[config.mk]
export PLATFORM = sky130hd
export DESIGN_NAME = drlb_top
export DESIGN_NICKNAME = d
export VERILOG_FILES = /design/src/hw/drlb_blink.v /design/src/hw/drlb_top.v
export VERILOG_INCLUDE_DIRS = /design/src /design/src/include
export SDC_FILE = /design/constraint.sdc
export NUM_CORES = 1
export LEC_CHECK = 0
export BUFFER_PORTS_ARGS = -buffer_cell sky130_fd_sc_hd__buf_2
export CORE_MARGIN = 3
export CORE_UTILIZATION = 55
export CTS_CLUSTER_SIZE = 25
export DETAILED_ROUTE_END_ITERATION = 7
export HOLD_SLACK_MARGIN = 0.03
export PLACE_DENSITY = 0.72
export SYNTH_ARGS = -nofsm -noshare
export SYNTH_HDL_FRONTEND = slang
export SYNTH_SLANG_ARGS = --single-unit
[constraint.sdc]
create_clock -name MCLK_I -period 2.6 [get_ports MCLK_I]
set_clock_uncertainty 0.05 [all_clocks]
set_input_delay 0.13 -clock MCLK_I [delete_from_list [all_inputs] [get_ports MCLK_I]]
set_output_delay 0.13 -clock MCLK_I [all_outputs]
set_load 0.05 [all_outputs]
[src/include/drlb_regs.vh]
// Register codes, field positions, reset values and timing counts for the dual rate indicator blinker.
`ifndef DRLB_REGS_VH
`define DRLB_REGS_VH
`define DRLB_PTR_PIN_STATE      3'h0
`define DRLB_PTR_ZERO_PRESCALER 3'h1
`define DRLB_PTR_ZERO_DUTY      3'h2
`define DRLB_PTR_ONE_PRESCALER  3'h3
`define DRLB_PTR_ONE_DUTY       3'h4
`define DRLB_PTR_SELECTOR       3'h5
`define DRLB_PTR_LAST           3'h5
`define DRLB_CMD_AUTO_STEP_BIT  4
`define DRLB_RST_PRESCALER      8'hFF
`define DRLB_RST_DUTY           8'h80
`define DRLB_RST_SELECTOR       8'h55
`define DRLB_SEL_LOW            2'h0
`define DRLB_SEL_RELEASE        2'h1
`define DRLB_SEL_BLINK_ZERO     2'h2
`define DRLB_SEL_BLINK_ONE      2'h3
`define DRLB_CLK_HZ             100000000
`define DRLB_STEP_RATE_HZ       (44 * 256)
`define DRLB_STEP_CYCLES        (`DRLB_CLK_HZ / `DRLB_STEP_RATE_HZ)
`define DRLB_SLAVE_ADDR         7'h62
`endif

[src/hw/drlb_blink.v]
// One blink source: prescaled 256-step cycle counter compared with a duty threshold.
`timescale 1ns/1ns
`include "drlb_regs.vh"
module drlb_blink #(
   parameter STEP_CYCLES = `DRLB_STEP_CYCLES
)(
   input  wire       clk_i,
   input  wire       rst_i,
   input  wire [7:0] prescaler_i,
   input  wire [7:0] duty_i,
   output reg        blink_o
);
   reg  [31:0] tick_r;
   reg  [7:0]  pre_r;
   reg  [7:0]  count_r;
   wire        tick_done = (tick_r >= STEP_CYCLES - 1);

   // Each count step lasts (prescaler + 1) steps of 1/(44*256) s.
   always @(posedge clk_i)
   begin
      if (rst_i)
      begin
         tick_r  <= 32'h0;
         pre_r   <= 8'h00;
         count_r <= 8'h00;
         blink_o <= 1'b0;
      end
      else
      begin
         tick_r <= tick_done ? 32'h0 : tick_r + 32'h1;
         if (tick_done)
         begin
            if (pre_r >= prescaler_i) // see [RULE_04] see [RULE_23]
            begin
               pre_r   <= 8'h00;
               count_r <= count_r + 8'h01; // see [RULE_25]
            end
            else
               pre_r <= pre_r + 8'h01;
         end
         // Low below the threshold, high at or above it; a zero threshold holds it low.
         blink_o <= (duty_i != 8'h00) && (count_r >= duty_i); // see [RULE_01] see [RULE_02] see [RULE_03] see [RULE_05] see [RULE_06] see [RULE_07]
      end
   end
endmodule // drlb_blink

[src/hw/drlb_top.v]
// Dual rate indicator blinker with a two-wire serial slave port.
`timescale 1ns/1ns
`include "drlb_regs.vh"
// Operation
// [RULE_01] Source zero is low while count is below first threshold, high above.
// [RULE_02] First threshold zero keeps source zero low all period.
// [RULE_03] Source zero duty equals (256 minus first threshold) over 256.
// [RULE_04] Source one period is (second prescaler plus one) over 44 seconds.
// [RULE_05] Source one is low while count is below second threshold, high above.
// [RULE_06] Second threshold zero keeps source one low.
// [RULE_07] Source one duty equals (256 minus second threshold) over 256.
// [RULE_08] Selector codes: low, release, follow source zero, follow source one.
// [RULE_09] Selector fields per output, bits 7:6 down to 1:0, default release.
// [RULE_10] Controller releases a pin before reading it as an input.
// [RULE_11] Released pin reads high, low-programmed pin reads low, blinking allowed.
// [RULE_12] After power-on reset all registers take defaults, outputs off.
// [RULE_13] Master starts transfers only while both lines are high.
// [RULE_14] Data stable during clock high; changes there are control conditions.
// [RULE_15] Data fall with clock high is START, rise is STOP.
// [RULE_16] Each byte is followed by one acknowledge bit; byte count unlimited.
// [RULE_17] Device acknowledges every byte it receives when addressed.
// [RULE_18] Master acknowledges every read byte except the last.
// [RULE_19] Acknowledger holds data low through the acknowledge clock high.
// [RULE_20] Missing master acknowledge ends a read; device releases data.
// [RULE_21] Low three command bits are the pointer; auto step wraps after last.
// [RULE_22] Pointer codes 0 to 5 select pin state, prescalers, thresholds, selector.
// [RULE_23] Source zero period is (first prescaler plus one) over 44 seconds.
// [RULE_24] Pin-state register shows live pins; writes change nothing.
// [RULE_25] Each source counts 256 steps per period; equal counts read high.
module drlb_top #(
   parameter STEP_CYCLES = `DRLB_STEP_CYCLES,
   parameter [6:0] SLAVE_ADDR = `DRLB_SLAVE_ADDR
)(
   input  wire       MCLK_I,
   input  wire       RESET_I,
   input  wire       SCL_I,
   input  wire       SDA_I,
   output reg        SDA_O,
   output reg        SDA_OE_O,
   input  wire [3:0] IND_I,
   output reg  [3:0] IND_O,
   output reg  [3:0] IND_OE_O
);
   localparam ST_IDLE = 3'h0;
   localparam ST_ADDR = 3'h1;
   localparam ST_CMD  = 3'h2;
   localparam ST_WR   = 3'h3;
   localparam ST_RD   = 3'h4;
   localparam ST_RACK = 3'h5;
   localparam ST_SKIP = 3'h6;

   reg  [1:0] scl_s_r;
   reg  [1:0] sda_s_r;
   reg  [3:0] ind_meta_r;
   reg  [3:0] ind_sync_r;
   reg        scl_d_r;
   reg        sda_d_r;
   reg  [2:0] state_r;
   reg  [3:0] bit_r;
   reg  [7:0] shift_r;
   reg        ack_phase_r;
   reg  [2:0] ptr_r;
   reg        auto_r;
   reg  [7:0] zero_prescaler_r;
   reg  [7:0] blink_zero_duty_threshold_r;
   reg  [7:0] blink_one_period_prescaler_r;
   reg  [7:0] blink_one_duty_threshold_r;
   reg  [7:0] output_source_selector_r;
   wire       blink_source_zero;
   wire       blink_source_one;
   wire [7:0] rd_byte;
   wire       scl = scl_s_r[1];
   wire       sda = sda_s_r[1];
   wire       scl_rise = scl & ~scl_d_r;
   wire       scl_fall = ~scl & scl_d_r;
   wire       start_cond = scl & scl_d_r & sda_d_r & ~sda; // see [RULE_15]
   wire       stop_cond  = scl & scl_d_r & ~sda_d_r & sda; // see [RULE_15]
   integer    k;

   // Pointer advance with wrap after the last register.
   function [2:0] next_ptr;
      input [2:0] p;
      begin
         next_ptr = (p >= `DRLB_PTR_LAST) ? 3'h0 : p + 3'h1; // see [RULE_21]
      end
   endfunction

   // Register read multiplexer.
   function [7:0] read_reg;
      input [2:0] p;
      begin
         case (p) // see [RULE_22]
            `DRLB_PTR_PIN_STATE:      read_reg = {4'h0, ind_sync_r}; // see [RULE_24] see [RULE_10]
            `DRLB_PTR_ZERO_PRESCALER: read_reg = zero_prescaler_r;
            `DRLB_PTR_ZERO_DUTY:      read_reg = blink_zero_duty_threshold_r;
            `DRLB_PTR_ONE_PRESCALER:  read_reg = blink_one_period_prescaler_r;
            `DRLB_PTR_ONE_DUTY:       read_reg = blink_one_duty_threshold_r;
            `DRLB_PTR_SELECTOR:       read_reg = output_source_selector_r;
            default:                  read_reg = 8'h00;
         endcase
      end
   endfunction

   assign rd_byte = read_reg(ptr_r);

   drlb_blink #(.STEP_CYCLES(STEP_CYCLES)) u_blink_zero (
      .clk_i       (MCLK_I),
      .rst_i       (RESET_I),
      .prescaler_i (zero_prescaler_r),
      .duty_i      (blink_zero_duty_threshold_r),
      .blink_o     (blink_source_zero)
   );

   drlb_blink #(.STEP_CYCLES(STEP_CYCLES)) u_blink_one (
      .clk_i       (MCLK_I),
      .rst_i       (RESET_I),
      .prescaler_i (blink_one_period_prescaler_r),
      .duty_i      (blink_one_duty_threshold_r),
      .blink_o     (blink_source_one)
   );

   // Two-stage synchronisers for bus lines and pins.
   always @(posedge MCLK_I)
   begin
      if (RESET_I)
      begin
         scl_s_r    <= 2'h3;
         sda_s_r    <= 2'h3;
         ind_meta_r <= 4'hF;
         ind_sync_r <= 4'hF;
         scl_d_r    <= 1'b1;
         sda_d_r    <= 1'b1;
      end
      else
      begin
         scl_s_r    <= {scl_s_r[0], SCL_I};
         sda_s_r    <= {sda_s_r[0], SDA_I};
         ind_meta_r <= IND_I;
         ind_sync_r <= ind_meta_r;
         scl_d_r    <= scl;
         sda_d_r    <= sda;
      end
   end

   // Pin drivers follow the selector fields.
   always @(posedge MCLK_I)
   begin
      if (RESET_I)
      begin
         IND_O    <= 4'h0;
         IND_OE_O <= 4'h0; // see [RULE_12]
      end
      else
      begin
         for (k = 0; k < 4; k = k + 1)
         begin
            IND_O[k] <= 1'b0;
            case (output_source_selector_r[2*k +: 2]) // see [RULE_08] see [RULE_09] see [RULE_11]
               `DRLB_SEL_LOW:        IND_OE_O[k] <= 1'b1;
               `DRLB_SEL_RELEASE:    IND_OE_O[k] <= 1'b0;
               `DRLB_SEL_BLINK_ZERO: IND_OE_O[k] <= ~blink_source_zero;
               `DRLB_SEL_BLINK_ONE:  IND_OE_O[k] <= ~blink_source_one;
               default:              IND_OE_O[k] <= 1'b0;
            endcase
         end
      end
   end

   // Serial slave engine: samples on clock rise, drives on clock fall.
   always @(posedge MCLK_I)
   begin
      if (RESET_I)
      begin
         state_r                      <= ST_IDLE;
         bit_r                        <= 4'h0;
         shift_r                      <= 8'h00;
         ack_phase_r                  <= 1'b0;
         ptr_r                        <= 3'h0;
         auto_r                       <= 1'b0;
         SDA_O                        <= 1'b0;
         SDA_OE_O                     <= 1'b0;
         zero_prescaler_r             <= `DRLB_RST_PRESCALER; // see [RULE_12]
         blink_zero_duty_threshold_r  <= `DRLB_RST_DUTY;
         blink_one_period_prescaler_r <= `DRLB_RST_PRESCALER;
         blink_one_duty_threshold_r   <= `DRLB_RST_DUTY;
         output_source_selector_r     <= `DRLB_RST_SELECTOR;
      end
      else if (start_cond)
      begin
         state_r     <= ST_ADDR; // see [RULE_14] see [RULE_13]
         bit_r       <= 4'h0;
         ack_phase_r <= 1'b0;
         SDA_OE_O    <= 1'b0;
      end
      else if (stop_cond)
      begin
         state_r  <= ST_IDLE;
         SDA_OE_O <= 1'b0;
      end
      else if (state_r != ST_IDLE && state_r != ST_SKIP)
      begin
         if (scl_rise && !ack_phase_r)
         begin
            if (state_r == ST_RD)
               bit_r <= bit_r + 4'h1;
            else
            begin
               shift_r <= {shift_r[6:0], sda};
               bit_r   <= bit_r + 4'h1;
            end
         end
         else if (scl_rise && ack_phase_r && state_r == ST_RACK)
         begin
            state_r <= sda ? ST_SKIP : ST_RD; // see [RULE_20] see [RULE_18]
         end
         else if (scl_fall && !ack_phase_r && bit_r == 4'h8)
         begin
            // Byte complete (see [RULE_16]); enter the acknowledge slot.
            ack_phase_r <= 1'b1;
            bit_r       <= 4'h0;
            case (state_r)
               ST_ADDR:
               begin
                  if (shift_r[7:1] == SLAVE_ADDR)
                  begin
                     SDA_OE_O <= 1'b1; // see [RULE_17] see [RULE_19]
                     state_r  <= shift_r[0] ? ST_RD : ST_CMD;
                  end
                  else
                     state_r <= ST_SKIP;
               end
               ST_CMD:
               begin
                  SDA_OE_O <= 1'b1; // see [RULE_17]
                  ptr_r    <= shift_r[2:0]; // see [RULE_21]
                  auto_r   <= shift_r[`DRLB_CMD_AUTO_STEP_BIT];
                  state_r  <= ST_WR;
               end
               ST_WR:
               begin
                  SDA_OE_O <= 1'b1; // see [RULE_17]
                  case (ptr_r) // see [RULE_22] see [RULE_24]
                     `DRLB_PTR_ZERO_PRESCALER: zero_prescaler_r             <= shift_r;
                     `DRLB_PTR_ZERO_DUTY:      blink_zero_duty_threshold_r  <= shift_r;
                     `DRLB_PTR_ONE_PRESCALER:  blink_one_period_prescaler_r <= shift_r;
                     `DRLB_PTR_ONE_DUTY:       blink_one_duty_threshold_r   <= shift_r;
                     `DRLB_PTR_SELECTOR:       output_source_selector_r     <= shift_r;
                     default:                  ptr_r <= ptr_r;
                  endcase
                  if (auto_r)
                     ptr_r <= next_ptr(ptr_r); // see [RULE_21]
               end
               ST_RD:
               begin
                  SDA_OE_O <= 1'b0; // see [RULE_20]
                  state_r  <= ST_RACK;
                  if (auto_r)
                     ptr_r <= next_ptr(ptr_r);
               end
               default:
                  state_r <= ST_SKIP;
            endcase
         end
         else if (scl_fall && ack_phase_r)
         begin
            // Acknowledge slot over; load next read byte if transmitting.
            ack_phase_r <= 1'b0;
            SDA_OE_O    <= 1'b0;
            if (state_r == ST_RD)
            begin
               shift_r  <= {rd_byte[6:0], 1'b0};
               SDA_OE_O <= ~rd_byte[7];
            end
         end
         else if (scl_fall && state_r == ST_RD && bit_r != 4'h8)
         begin
            shift_r  <= shift_r << 1;
            SDA_OE_O <= ~shift_r[7];
         end
      end
   end
endmodule // drlb_top

== Word level (Yosys, flattened, before mapping) ==
Index checks and enable logic that the tools add are counted.

* Output and inout bits: 10
* Input bits: 8
* Flip-flop bits (word level): 177
* Logic and storage cells: 185

* Bitwise logic cells: 19
* $lt $le $gt $ge: 7
* Add/sub/neg operators: 8
* Reduce and logical (&&, ||, !) cells: 49
* Equality and inequality tests: 36
* Muxes and demuxes: 38

{| class="wikitable"
|+ Operators with widths
! operator !! count
|-
| $mux W8 || 9
|-
| $add A32 B1 Y32 const B || 2
|-
| $ge A32 B14 Y1 const B || 2
|-
| $reduce_and A8 Y1 || 7
|-
| $pmux W8 S6 || 1
|-
| $add A8 B1 Y8 const B || 4
|-
| $ge A8 B8 Y1 || 4
|-
| $mux W3 || 6
|-
| $eq A2 B2 Y1 const B || 8
|-
| $pmux W1 S4 || 4
|-
| $reduce_bool A8 Y1 || 2
|-
| $eq A3 B2 Y1 const B || 4
|-
| $eq A3 B3 Y1 const B || 4
|-
| $mux W4 || 3
|-
| $ne A3 B3 Y1 const B || 4
|-
| $not A1 Y1 || 12
|-
| $pmux W3 S4 || 1
|-
| $reduce_and A4 Y1 || 3
|-
| $reduce_bool A3 Y1 || 4
|-
| $logic_and A1 B1 Y1 || 11
|-
| $mux W1 || 11
|-
| $reduce_or A2 Y1 || 5
|-
| $eq A2 B1 Y1 const B || 4
|-
| $logic_not A2 Y1 || 4
|-
| other kinds (23) || 38
|}

== Longest topological paths before layout ==
Gate-level depths: netlist of run 1.

* Word-level depth: 10
* Gate-level depth with buffers: 9
* Gate-level depth less buffers: 7

== Cells and area by module ==
From an unflattened synthesis of run 1, not the netlist that was laid out.

* Cells, all modules: 906
* Area, all modules: 8,321.7 µm²

{| class="wikitable"
|+ By module, submodules not included
! module !! sequential area each (µm²) !! times used !! area an instance (µm²) !! cells each
|-
| drlb_top || 1,581.5 || 1 || 3,867.5 || 433
|-
| drlb_blink (u_blink_one) || 980.9 || 1 || 2,229.6 || 234
|-
| drlb_blink (u_blink_zero) || 980.9 || 1 || 2,224.6 || 239
|}

== Worst setup path after synthesis of run 1 ==
No wires, ideal clock.

* Kind: reg-to-reg
* From: register u_blink_zero.pre_r[0]
* To: register u_blink_zero.count_r[5]
* Data arrival time: 1.991 ns
* Cell stages (with the launch flop): 9
* Setup time: 0.123 ns
* Required time: 2.427 ns
* Period minus slack after synthesis: 2.164 ns
* Path buffers: 1
* Slack: 0.436 ns
* Path through: dfxtp_1 > inv_1 > ha_1 > nand2b_1 > a2111oi_0 > o31a_1 > buf_2 > nor4_1 > mux2_1

* Longest elaborated chain between the ends: 2

{| class="wikitable"
|+ RTL lines
! what !! RTL line !! text
|-
| start: declaration || drlb_blink.v:14 || <nowiki>reg [7:0] pre_r;</nowiki>
|-
| start signal: assignment || drlb_blink.v:39 || <nowiki>pre_r <= pre_r + 8'h01;</nowiki>
|-
| $ge A8 B8 Y1 || drlb_blink.v:33 || <nowiki>if (pre_r >= prescaler_i)</nowiki>
|-
| $reduce_and A2 Y1 (no source line) || - ||
|-
| end signal: assignment || drlb_blink.v:36 || <nowiki>count_r <= count_r + 8'h01;</nowiki>
|-
| end: declaration || drlb_blink.v:15 || <nowiki>reg [7:0] count_r;</nowiki>
|}

No other way between the ends.
A chain may end at the register's enable or synchronous reset.

== Worst setup path after layout of run 1 ==
* From: register u_blink_zero.pre_r[0]
* To: register u_blink_zero.count_r[6]

The elaborated chain is that of the path after synthesis.

==> impl_metrics.env, run 1 <==
export IMPL_status="completed"
export IMPL_whs_path_depth=2
export IMPL_antenna_found_initial=0
export IMPL_h_tree_depth=4
export IMPL_grt_start_max_net_pins=55
export IMPL_fillers=1270
export IMPL_irDropWorstVdd_v=0.000531
export IMPL_initial_core_util=0.566
export IMPL_fmax_mhz=428
export IMPL_routed_wl_um=16800
export IMPL_synth_area_leader_cell="dfxtp_1"
export IMPL_grt_usage=0.213
export IMPL_rows=44
export IMPL_worstPathRequired_ns=2.86
export IMPL_place_gp_congestion=0.886
export IMPL_whs_endpoint="u_blink_zero.count_r[1]"
export IMPL_place_area_um2=8630
export IMPL_crit_chain="inv_1, ha_1, nand2b_1, a2111oi_0, o31a_1, nor4_1, mux2_1"
export IMPL_finalSetupTns_ns=0
export IMPL_max_slew_worst_pin_slew_ns=0.697
export IMPL_synthTopCellsByArea="dfxtp_1 43%, ha_1 7.1%, nor2_1 5.1%"
export IMPL_cts_clk_slew_worst_paths_ns=0.07
export IMPL_top_layer="met4"
export IMPL_synth_edf_count=0
export IMPL_postRouteAntennaNets=0
export IMPL_clk_latency_ns=0.43
export IMPL_fin_crit_ns=2.34
export IMPL_drcViolationCount=0
export IMPL_reg2regPathDepth=7
export IMPL_yosysSeqAreaShare=0.428
export IMPL_critPathKind="reg2reg"
export IMPL_syn_cell_area_um2=8280
export IMPL_dieArea_um2=16600
export IMPL_overflow=0
export IMPL_synth_ff_type="dfxtp_1"
export IMPL_core_um2=14600
export IMPL_synth_top_area_frac=0.428
export IMPL_slew_headroom=0.536
export IMPL_wl_met1_um=8060
export IMPL_via_per_inst=5.59
export IMPL_yosys_warnings=0
export IMPL_yosysUniqueCellTypes=72
export IMPL_cts_resized=0
export IMPL_critPathMaxFanout=7
export IMPL_routed_wl_met3_um=663
export IMPL_maxCapViolCount=0
export IMPL_power_density_nw_per_um2=570
export IMPL_synthCells=911
export IMPL_p_total_w=0.00526
export IMPL_setup_violations=0
export IMPL_drive_gt1_frac=0.102
export IMPL_wl_per_cell_um=14.5
export IMPL_fin_util=0.630
export IMPL_hold_slack_ns=0.147
export IMPL_io_buffers=12
export IMPL_cts_path_max_buffers=2
export IMPL_rsz0062_at_grt="no"
export IMPL_dpl_hpwl_um=11900
export IMPL_area_growth_pct=11.4
export IMPL_dr_total_vias=6473
export IMPL_cts_sinks=177
export IMPL_cp_buffers_inverters=1
export IMPL_die_y_um=129
export IMPL_cts_root_buffer="clkbuf_16"
export IMPL_reg2reg_slack_ns=0.26
export IMPL_reg2reg_from="u_blink_zero.pre_r[0]"
export IMPL_timing_rr_end="u_blink_zero.count_r[6]"
export IMPL_grt_pass1_wl_um=28500
export IMPL_regArea_um2=3540
export IMPL_die_width_um=129
export IMPL_avgSynthCellArea_um2=9.09
export IMPL_crit_path_start_kind="flop"
export IMPL_boundaryPins=18
export IMPL_numCtsBuffers=17
export IMPL_wl_met2_um=7880
export IMPL_grt_pass1_vias=5875
export IMPL_drt_initial_drc_count=412
export IMPL_slew_viol_final=0
export IMPL_slowest_stage="a2111oi_0"
export IMPL_end_kind="flop"
export IMPL_ys_ff_latch=177
export IMPL_max_stage_delay_ns=0.56
export IMPL_cts_tree="yes"
export IMPL_drt_first_pass_iters=5
export IMPL_final_area_um2=9230
export IMPL_num_antenna_cells=0
export IMPL_post_route_period_util=0.898
export IMPL_holdCritStartpoint="RESET_I"
export IMPL_hold_class="in2reg"
export IMPL_critPathTopFamily="compound AO/OA/AOI/OAI gates"
export IMPL_total_leakage_power_nw=3.65
export IMPL_async_reset_ff_frac=0
export IMPL_multi_input_area_um2=4430
export IMPL_arrival_ns=2.60
export IMPL_nNetsFinal=1015
export IMPL_hold_viol=0
-- how the worst max path moves through the flow --
| stage | to | startpoint | cells past startpoint | slack, ns |
|---|---|---|---|---|
| floorplan | u_blink_zero.count_r[5] | u_blink_zero.pre_r[0] | 8 | 0.44 |
| global placement | u_blink_zero.count_r[5] | u_blink_zero.pre_r[0] | 7 | 0.39 |
| detailed placement | u_blink_zero.count_r[5] | u_blink_zero.pre_r[0] | 7 | 0.29 |
| CTS | u_blink_zero.count_r[5] | u_blink_zero.pre_r[0] | 7 | 0.25 |
| global route | u_blink_zero.count_r[6] | u_blink_zero.pre_r[0] | 7 | 0.02 |
| finish | u_blink_zero.count_r[6] | u_blink_zero.pre_r[0] | 7 | 0.26 |
-- timing repair --
action,4_1_cts,5_1_grt
buffers inserted,0,0
hold buffers,6,0
endpoints found under the hold margin,6,0
-- cell usage in the layout (no fill, tap or decap), types with 7 or more instances in the layout --
cell	n
conb_1	41
a21oi_1	58
a221oi_1	9
clkbuf_16	17
a31oi_1	12
nor2b_1	14
o31ai_1	10
xnor2_1	18
o21ai_0	8
nor2_1	112
a2bb2oi_1	7
buf_4	17
buf_2	11
nand2b_1	7
nand2_1	34
inv_1	60
nor3_1	10
o21ai_1	20
ha_1	47
mux2_2	7
a211o_1	22
or4_1	8
or2_2	15
or3_1	17
a21o_1	10
a211oi_1	17
dfxtp_1	177
xor2_1	13
nand4_1	10
mux2i_1	21
nand3_1	34
nor4_1	18
-- final cells by class --
type	instances	area share
multi-input cells	669	0.480
flip-flops and latches	177	0.384
clock buffers	19	0.0469
repair buffers	35	0.0285
well taps	184	0.0250
inverters	60	0.0244
clock inverters	13	0.0113
-- power breakdown --
| part | switching (W) | total [W] | internal [W] | leakage [nW] |
|---|---|---|---|---|
| Sequential | 0.0000229 | 0.00278 | 0.00276 | 1.44 |
| Combinational | 0.0000952 | 0.000150 | 0.0000551 | 1.95 |
| Clock | 0.00109 | 0.00233 | 0.00124 | 0.253 |
-- sequential cells by signal, summed over array words and instances (netlist names), 8 cells and up --
register                      cells
blink_one_duty_threshold_r        8
blink_one_period_prescaler_r      8
blink_zero_duty_threshold_r       8
output_source_selector_r          8
shift_r                           8
u_blink_one.count_r               8
u_blink_one.pre_r                 8
u_blink_one.tick_r               32
u_blink_zero.count_r              8
u_blink_zero.pre_r                8
u_blink_zero.tick_r              32
zero_prescaler_r                  8
-- per-layer routing --
metal | global-route usage | vias up
met5 | 0 | -
met4 | 0.0667 | 0
met3 | 0.0440 | 13
met2 | 0.345 | 125
met1 | 0.287 | 3015
li1 | - | 3320
-- cell families after synthesis --
logic type | Yosys count | share of synthesized area
xor gates and xnor gates | 31 | 0.0328
and+or+nand+nor | 313 | 0.198
other | 1 | 0.000453
adders and majority gates | 47 | 0.0710
buffers and inverters | 105 | 0.0560
AOI/OAI and AO/OA | 205 | 0.174
muxes | 32 | 0.0403
DFF | 177 | 0.428
-- stage by stage --
stage / setup WS [ns] / instances
6_report: 0.265 / 1157
5_1_grt: 0.0190 / 1157
2_1_floorplan: 0.436 / 951
3_5_place_dp: 0.291 / 1119
3_3_place_gp: 0.386 / 1119
4_1_cts: 0.250 / 1157
-- worst reg2reg max path, stage by stage (launching register included) --
cell and delay, ns:
dfxtp_1 0.34, inv_1 0.07, ha_1 0.30, nand2b_1 0.15
a2111oi_0 0.56, o31a_1 0.32, nor4_1 0.10, mux2_1 0.33
-- cells in the mapped netlist, types with 9 or more instances --
library cell,number
o31ai_1,10
dfxtp_1,177
a21o_1,10
a211o_1,22
mux2i_1,21
nand4_1,10
nor2b_1,14
nor4_1,18
buf_4,10
xnor2_1,18
nor2_1,112
nand2_1,34
or3_1,17
a21oi_1,58
inv_1,60
ha_1,47
o21ai_1,20
nor3_1,10
a31oi_1,12
a221oi_1,9
xor2_1,13
a211oi_1,17
nand3_1,34
or2_2,15
clkbuf_1,23
No activity file was read; power rests on OpenSTA's default activity.
==> run 2: changes to the inputs <==
--- a/config.mk
+++ b/config.mk
@@ -6,13 +6,13 @@
 export SDC_FILE = /design/constraint.sdc
 export NUM_CORES = 1
 export LEC_CHECK = 0
-export BUFFER_PORTS_ARGS = -buffer_cell sky130_fd_sc_hd__buf_2
 export CORE_MARGIN = 3
 export CORE_UTILIZATION = 55
 export CTS_CLUSTER_SIZE = 25
 export DETAILED_ROUTE_END_ITERATION = 7
+export DONT_BUFFER_PORTS = 1
 export HOLD_SLACK_MARGIN = 0.03
-export PLACE_DENSITY = 0.72
+export PLACE_DENSITY = 0.71
 export SYNTH_ARGS = -nofsm -noshare
 export SYNTH_HDL_FRONTEND = slang
 export SYNTH_SLANG_ARGS = --single-unit
==> run 2 against run 1 <==
Net effect:
- worst hold slack got worse by 0.084 ns
- design area is 0.18% higher
- power up 5.8%
- die area did not move
- critical path depth stayed put
- worst setup slack better by 0.12 ns
- combinational power fell by 5%
- global-route usage rose by 0.17 points
- non-clock buffer count is 13 lower
- maximum frequency grew 5.5%
- clock power is 13% higher
- critical path type unchanged
- critical endpoint is now u_blink_zero.count_r[2]
- largest power group unchanged
==> impl_metrics.env, run 2 (synthesis results as in run 1) <==
export IMPL_drive_gt1_frac=0.0885
export IMPL_hold_slack_ns=0.0626
export IMPL_cts_tree="yes"
export IMPL_dp_cells=1104
export IMPL_crit_path_start_kind="flop"
export IMPL_grt_start_max_net_pins=105
export IMPL_slowest_stage="a2111oi_0"
export IMPL_worstPathRequired_ns=2.86
export IMPL_grtUsageMet3=0.0619
export IMPL_irDropWorstVdd_v=0.000496
export IMPL_critPathTopFamily="compound AO/OA/AOI/OAI gates"
export IMPL_status="completed"
export IMPL_cts_sinks=177
export IMPL_stdcell_count=1144
export IMPL_multi_input_area_um2=4430
export IMPL_post_route_period_util=0.852
export IMPL_mostFrequentLayoutCells="177 x dfxtp_1, 112 x nor2_1, 60 x inv_1, 58 x a21oi_1, 47 x ha_1"
export IMPL_end_kind="flop"
export IMPL_postRouteAntennaNets=0
export IMPL_grt_pass1_wl_um=29100
export IMPL_arrival_ns=2.47
export IMPL_die_width_um=129
export IMPL_dpl_hpwl_um=11800
export IMPL_fin_crit_ns=2.21
export IMPL_cts_path_max_buffers=2
export IMPL_initial_core_util=0.566
export IMPL_place_gp_congestion=0.884
export IMPL_nNetsFinal=1002
export IMPL_fillers=1278
export IMPL_cts_root_buffer="clkbuf_16"
export IMPL_area_growth_pct=11.6
export IMPL_critPathKind="reg2reg"
export IMPL_io_buffers=0
export IMPL_num_antenna_cells=0
export IMPL_grt_pass1_vias=6039
export IMPL_power_density_nw_per_um2=602
export IMPL_max_stage_delay_ns=0.53
export IMPL_boundaryPins=18
export IMPL_use_met1=0.297
export IMPL_place_area_um2=8530
export IMPL_final_common_cell="dfxtp_1"
export IMPL_fmax_mhz=452
export IMPL_hold_viol=0
export IMPL_cts_resized=0
export IMPL_die_y_um=129
export IMPL_finalSetupTns_ns=0
export IMPL_via_per_inst=5.65
export IMPL_grt_busiest_layer="met2"
export IMPL_total_leakage_power_nw=3.63
export IMPL_overflow=0
export IMPL_use_met2=0.325
export IMPL_rsz0062_at_grt="no"
export IMPL_slew_headroom=0.571
export IMPL_drt_initial_drc_count=335
export IMPL_max_slew_worst_pin_slew_ns=0.636
export IMPL_grt_usage=0.215
export IMPL_antenna_found_initial=1
export IMPL_regArea_um2=3540
export IMPL_maxCapViolCount=0
export IMPL_h_tree_depth=4
export IMPL_cp_buffers_inverters=1
export IMPL_core_um2=14600
export IMPL_numCtsBuffers=17
export IMPL_clk_latency_ns=0.43
export IMPL_rows=44
export IMPL_drt_first_pass_iters=6
export IMPL_largest_registers="u_blink_one.tick_r: 32 flops, u_blink_zero.tick_r: 32 flops"
export IMPL_final_area_um2=9240
export IMPL_routed_wl_um=16900
export IMPL_fin_util=0.631
export IMPL_drcViolationCount=0
export IMPL_post_cts_setup_buffer_count=0
export IMPL_crit_chain="inv_1, ha_1, nand2b_1, a2111oi_0, o31ai_1, nand3_1, mux2_2"
export IMPL_critPathMaxFanout=4
export IMPL_dr_total_vias=6468
export IMPL_setup_violations=0
export IMPL_slew_viol_final=0
export IMPL_wl_per_cell_um=14.8
export IMPL_dieArea_um2=16600
export IMPL_cts_clk_slew_worst_paths_ns=0.06
export IMPL_hold_class="in2reg"
run 2: cell types whose count changed in the layout (fill, tap and decap cells not counted), sizes merged:
cell / before / now
clkbuf: 19 / 21
dlygate4sd3: 6 / 7
bufinv: 0 / 3
clkinv: 4 / 2
inv: 65 / 63
clkinvlp: 4 / 3
buf: 29 / 15
run 2: layout make-up:
cell class / count / share of cell area
multi-input combinational: 669 / 0.479
sequential: 177 / 0.383
clock buffer: 21 / 0.0498
tap: 184 / 0.0249
inverter: 60 / 0.0244
timing repair buffer: 22 / 0.0219
clock inverter: 11 / 0.0165
run 2: worst register-to-register path, cell delays in order (launching register included):
cell and delay [ns]:
dfxtp_1 0.36, inv_1 0.08, ha_1 0.28, nand2b_1 0.13, a2111oi_0 0.53, o31ai_1 0.22, nand3_1 0.13, mux2_2 0.33
run 2: final timing paths:
kind                         startpoint                       to  slack, ns  cells after the start
setup / recovery  u_blink_zero.pre_r[0]  u_blink_zero.count_r[2]       0.39                      7
setup reg to reg  u_blink_zero.pre_r[0]  u_blink_zero.count_r[2]       0.39                      7
hold reg to reg           ind_meta_r[2]            ind_sync_r[2]       0.36                      1
hold / removal                  RESET_I     u_blink_one.pre_r[1]       0.06                      2
run 2: metal layers:
metal	wire length, um	vias up
met5	0	-
met4	282	0
met3	929	26
met2	7390	149
met1	8300	3001
li1	-	3292
run 2: stage by stage:
step / power [W] / setup slack [ns]
after floorplan: 0.00295 / 0.436
after detailed placement: 0.00295 / 0.412
final: 0.00556 / 0.386
after global routing: 0.00575 / 0.231
after CTS: 0.00561 / 0.393
after global placement: 0.00295 / 0.454
run 2: timing repair:
action	in CTS	in global routing
hold endpoints to repair	111	0
hold buffers	8	0
setup endpoints to repair	0	0
run 2: power breakdown:
group	internal (W)	switching, W	total, W
sequential	0.00276	0.0000249	0.00278
combinational	0.0000512	0.0000915	0.000143
clock	0.00157	0.00106	0.00264
==> run 3: changes to the inputs <==
--- a/config.mk
+++ b/config.mk
@@ -7,12 +7,12 @@
 export NUM_CORES = 1
 export LEC_CHECK = 0
 export CORE_MARGIN = 3
-export CORE_UTILIZATION = 55
+export CORE_UTILIZATION = 64
 export CTS_CLUSTER_SIZE = 25
 export DETAILED_ROUTE_END_ITERATION = 7
 export DONT_BUFFER_PORTS = 1
 export HOLD_SLACK_MARGIN = 0.03
-export PLACE_DENSITY = 0.71
+export PLACE_DENSITY = 0.81
 export SYNTH_ARGS = -nofsm -noshare
 export SYNTH_HDL_FRONTEND = slang
 export SYNTH_SLANG_ARGS = --single-unit
==> run 3 against run 2 <==
Net effect:
- clock-buffer cell count shrank 4
- sequential power about the same
- clock power rose by 3%
- design area down 0.43%
- routed wire length up 11%
- global-route usage rose by 5.8 points
- non-clock buffer count is 5 lower
- highest routed layer unchanged
==> impl_metrics.env, run 3 (synthesis results as in run 1) <==
export IMPL_via_per_inst=6.06
export IMPL_grt_usage=0.273
export IMPL_core_um2=12300
export IMPL_largest_registers="u_blink_one.tick_r: 32 flops, u_blink_zero.tick_r: 32 flops"
export IMPL_wl_per_cell_um=16.7
export IMPL_critPathMaxFanout=13
export IMPL_post_cts_setup_buffer_count=0
export IMPL_drcViolationCount=0
export IMPL_hold_class="in2reg"
export IMPL_grt_pass1_vias=6608
export IMPL_place_gp_congestion=0.906
export IMPL_antenna_found_initial=0
export IMPL_mostFrequentLayoutCells="177 x dfxtp_1, 112 x nor2_1, 60 x inv_1, 58 x a21oi_1, 47 x ha_1"
export IMPL_drt_initial_drc_count=680
export IMPL_boundaryPins=18
export IMPL_fin_crit_ns=2.29
export IMPL_routed_wl_um=18800
export IMPL_max_stage_delay_ns=0.59
export IMPL_maxCapViolCount=0
export IMPL_post_place_ws_ns=0.370
export IMPL_cts_root_buffer="clkbuf_16"
export IMPL_clk_latency_ns=0.44
export IMPL_h_tree_depth=4
export IMPL_die_width_um=120
export IMPL_rsz0062_at_grt="no"
export IMPL_worstPathRequired_ns=2.88
export IMPL_status="completed"
export IMPL_initial_core_util=0.673
export IMPL_num_antenna_cells=0
export IMPL_slew_viol_final=0
export IMPL_hold_viol=0
export IMPL_postRouteAntennaNets=0
export IMPL_dpl_hpwl_um=12900
export IMPL_overflow=0
export IMPL_end_kind="flop"
export IMPL_setup_ws_ns=0.306
export IMPL_final_common_cell="dfxtp_1"
export IMPL_cts_clk_slew_worst_paths_ns=0.07
export IMPL_cts_sinks=177
export IMPL_die_y_um=120
export IMPL_crit_chain="and3b_1, and3_1, o2111a_1, nor2b_1, a211o_1"
export IMPL_total_leakage_power_nw=3.62
export IMPL_max_slew_worst_pin_slew_ns=0.668
export IMPL_arrival_ns=2.57
export IMPL_post_route_period_util=0.882
export IMPL_power_density_nw_per_um2=615
export IMPL_p_total_w=0.00566
export IMPL_finalSetupTns_ns=0
export IMPL_crit_path_start_kind="flop"
export IMPL_irDropWorstVdd_v=0.000493
export IMPL_critPathKind="reg2reg"
export IMPL_grt_pass1_wl_um=31600
export IMPL_area_growth_pct=11.1
export IMPL_slowest_stage="dfxtp_1"
export IMPL_cp_buffers_inverters=0
export IMPL_dr_total_vias=6801
export IMPL_drive_gt1_frac=0.0859
export IMPL_rows=40
export IMPL_nNetsFinal=997
export IMPL_critPathTopFamily="compound AO/OA/AOI/OAI gates"
export IMPL_cts_path_max_buffers=2
export IMPL_fmax_mhz=436
export IMPL_dieArea_um2=14300
export IMPL_setup_violations=0
export IMPL_numCtsBuffers=17
export IMPL_drt_first_pass_iters=5
export IMPL_hold_slack_ns=0.0505
export IMPL_cts_tree="yes"
export IMPL_io_buffers=0
export IMPL_grt_start_max_net_pins=105
export IMPL_slew_headroom=0.549
run 3: cell count changes in the layout (fill, tap and decap cells not counted), moves of 2 or more:
cell	change
clkinv_2	+2
clkbuf_1	-2
buf_4	-5
clkbuf_8	-2
run 3: timing repair:
action                    CTS  global route
gates resized for setup     0             0
hold buffers                8             0
hold endpoints to repair  111             0
run 3: worst reg2reg max path, delay by kind of cell (launching register included):
| kind | cells | cell delay [ns] |
|---|---|---|
| AOI/OAI and AO/OA | 2 | 0.83 |
| and+or+nand+nor | 3 | 0.72 |
| DFF | 1 | 0.59 |
run 3: final timing paths:
kind	from	endpoint	slack, ns	depth (start not counted)
max	state_r[1]	output_source_selector_r[4]	0.31	5
min	RESET_I	blink_zero_duty_threshold_r[6]	0.05	2
max reg2reg	state_r[1]	output_source_selector_r[4]	0.31	5
min reg2reg	ind_meta_r[3]	ind_sync_r[3]	0.36	1
run 3: layout make-up:
type / instances / area [um^2]
multi-input combinational: 669 / 4430
clock inverter: 15 / 205
sequential: 177 / 3540
inverter: 60 / 225
fill: 920 / 3110
clock buffer: 17 / 425
timing repair buffer: 17 / 165
tap: 168 / 210
run 3: per-layer routing:
| layer | vias to the layer above | global-route usage | wire, um |
|---|---|---|---|
| met5 | - | 0 | 0 |
| li1 | 3286 | - | - |
| met3 | 40 | 0.0608 | 1120 |
| met1 | 3254 | 0.345 | 7970 |
| met4 | 0 | 0.106 | 429 |
| met2 | 221 | 0.455 | 9240 |
run 3: stage by stage:
stage	instances	utilization	instance area (um^2)
after floorplan	951	-	8430
after global placement	1083	0.688	8470
after detailed placement	1083	0.688	8470
after CTS	1123	0.747	9200
after global routing	1123	0.747	9200
final	1123	0.747	9200
run 3: power by group:
group | internal, W | total, W | switching (W) | leakage [nW]
sequential | 0.00276 | 0.00278 | 0.0000263 | 1.44
clock | 0.00162 | 0.00272 | 0.00110 | 0.306
combinational | 0.0000519 | 0.000147 | 0.0000950 | 1.87
total | 0.00443 | 0.00566 | 0.00123 | 3.62
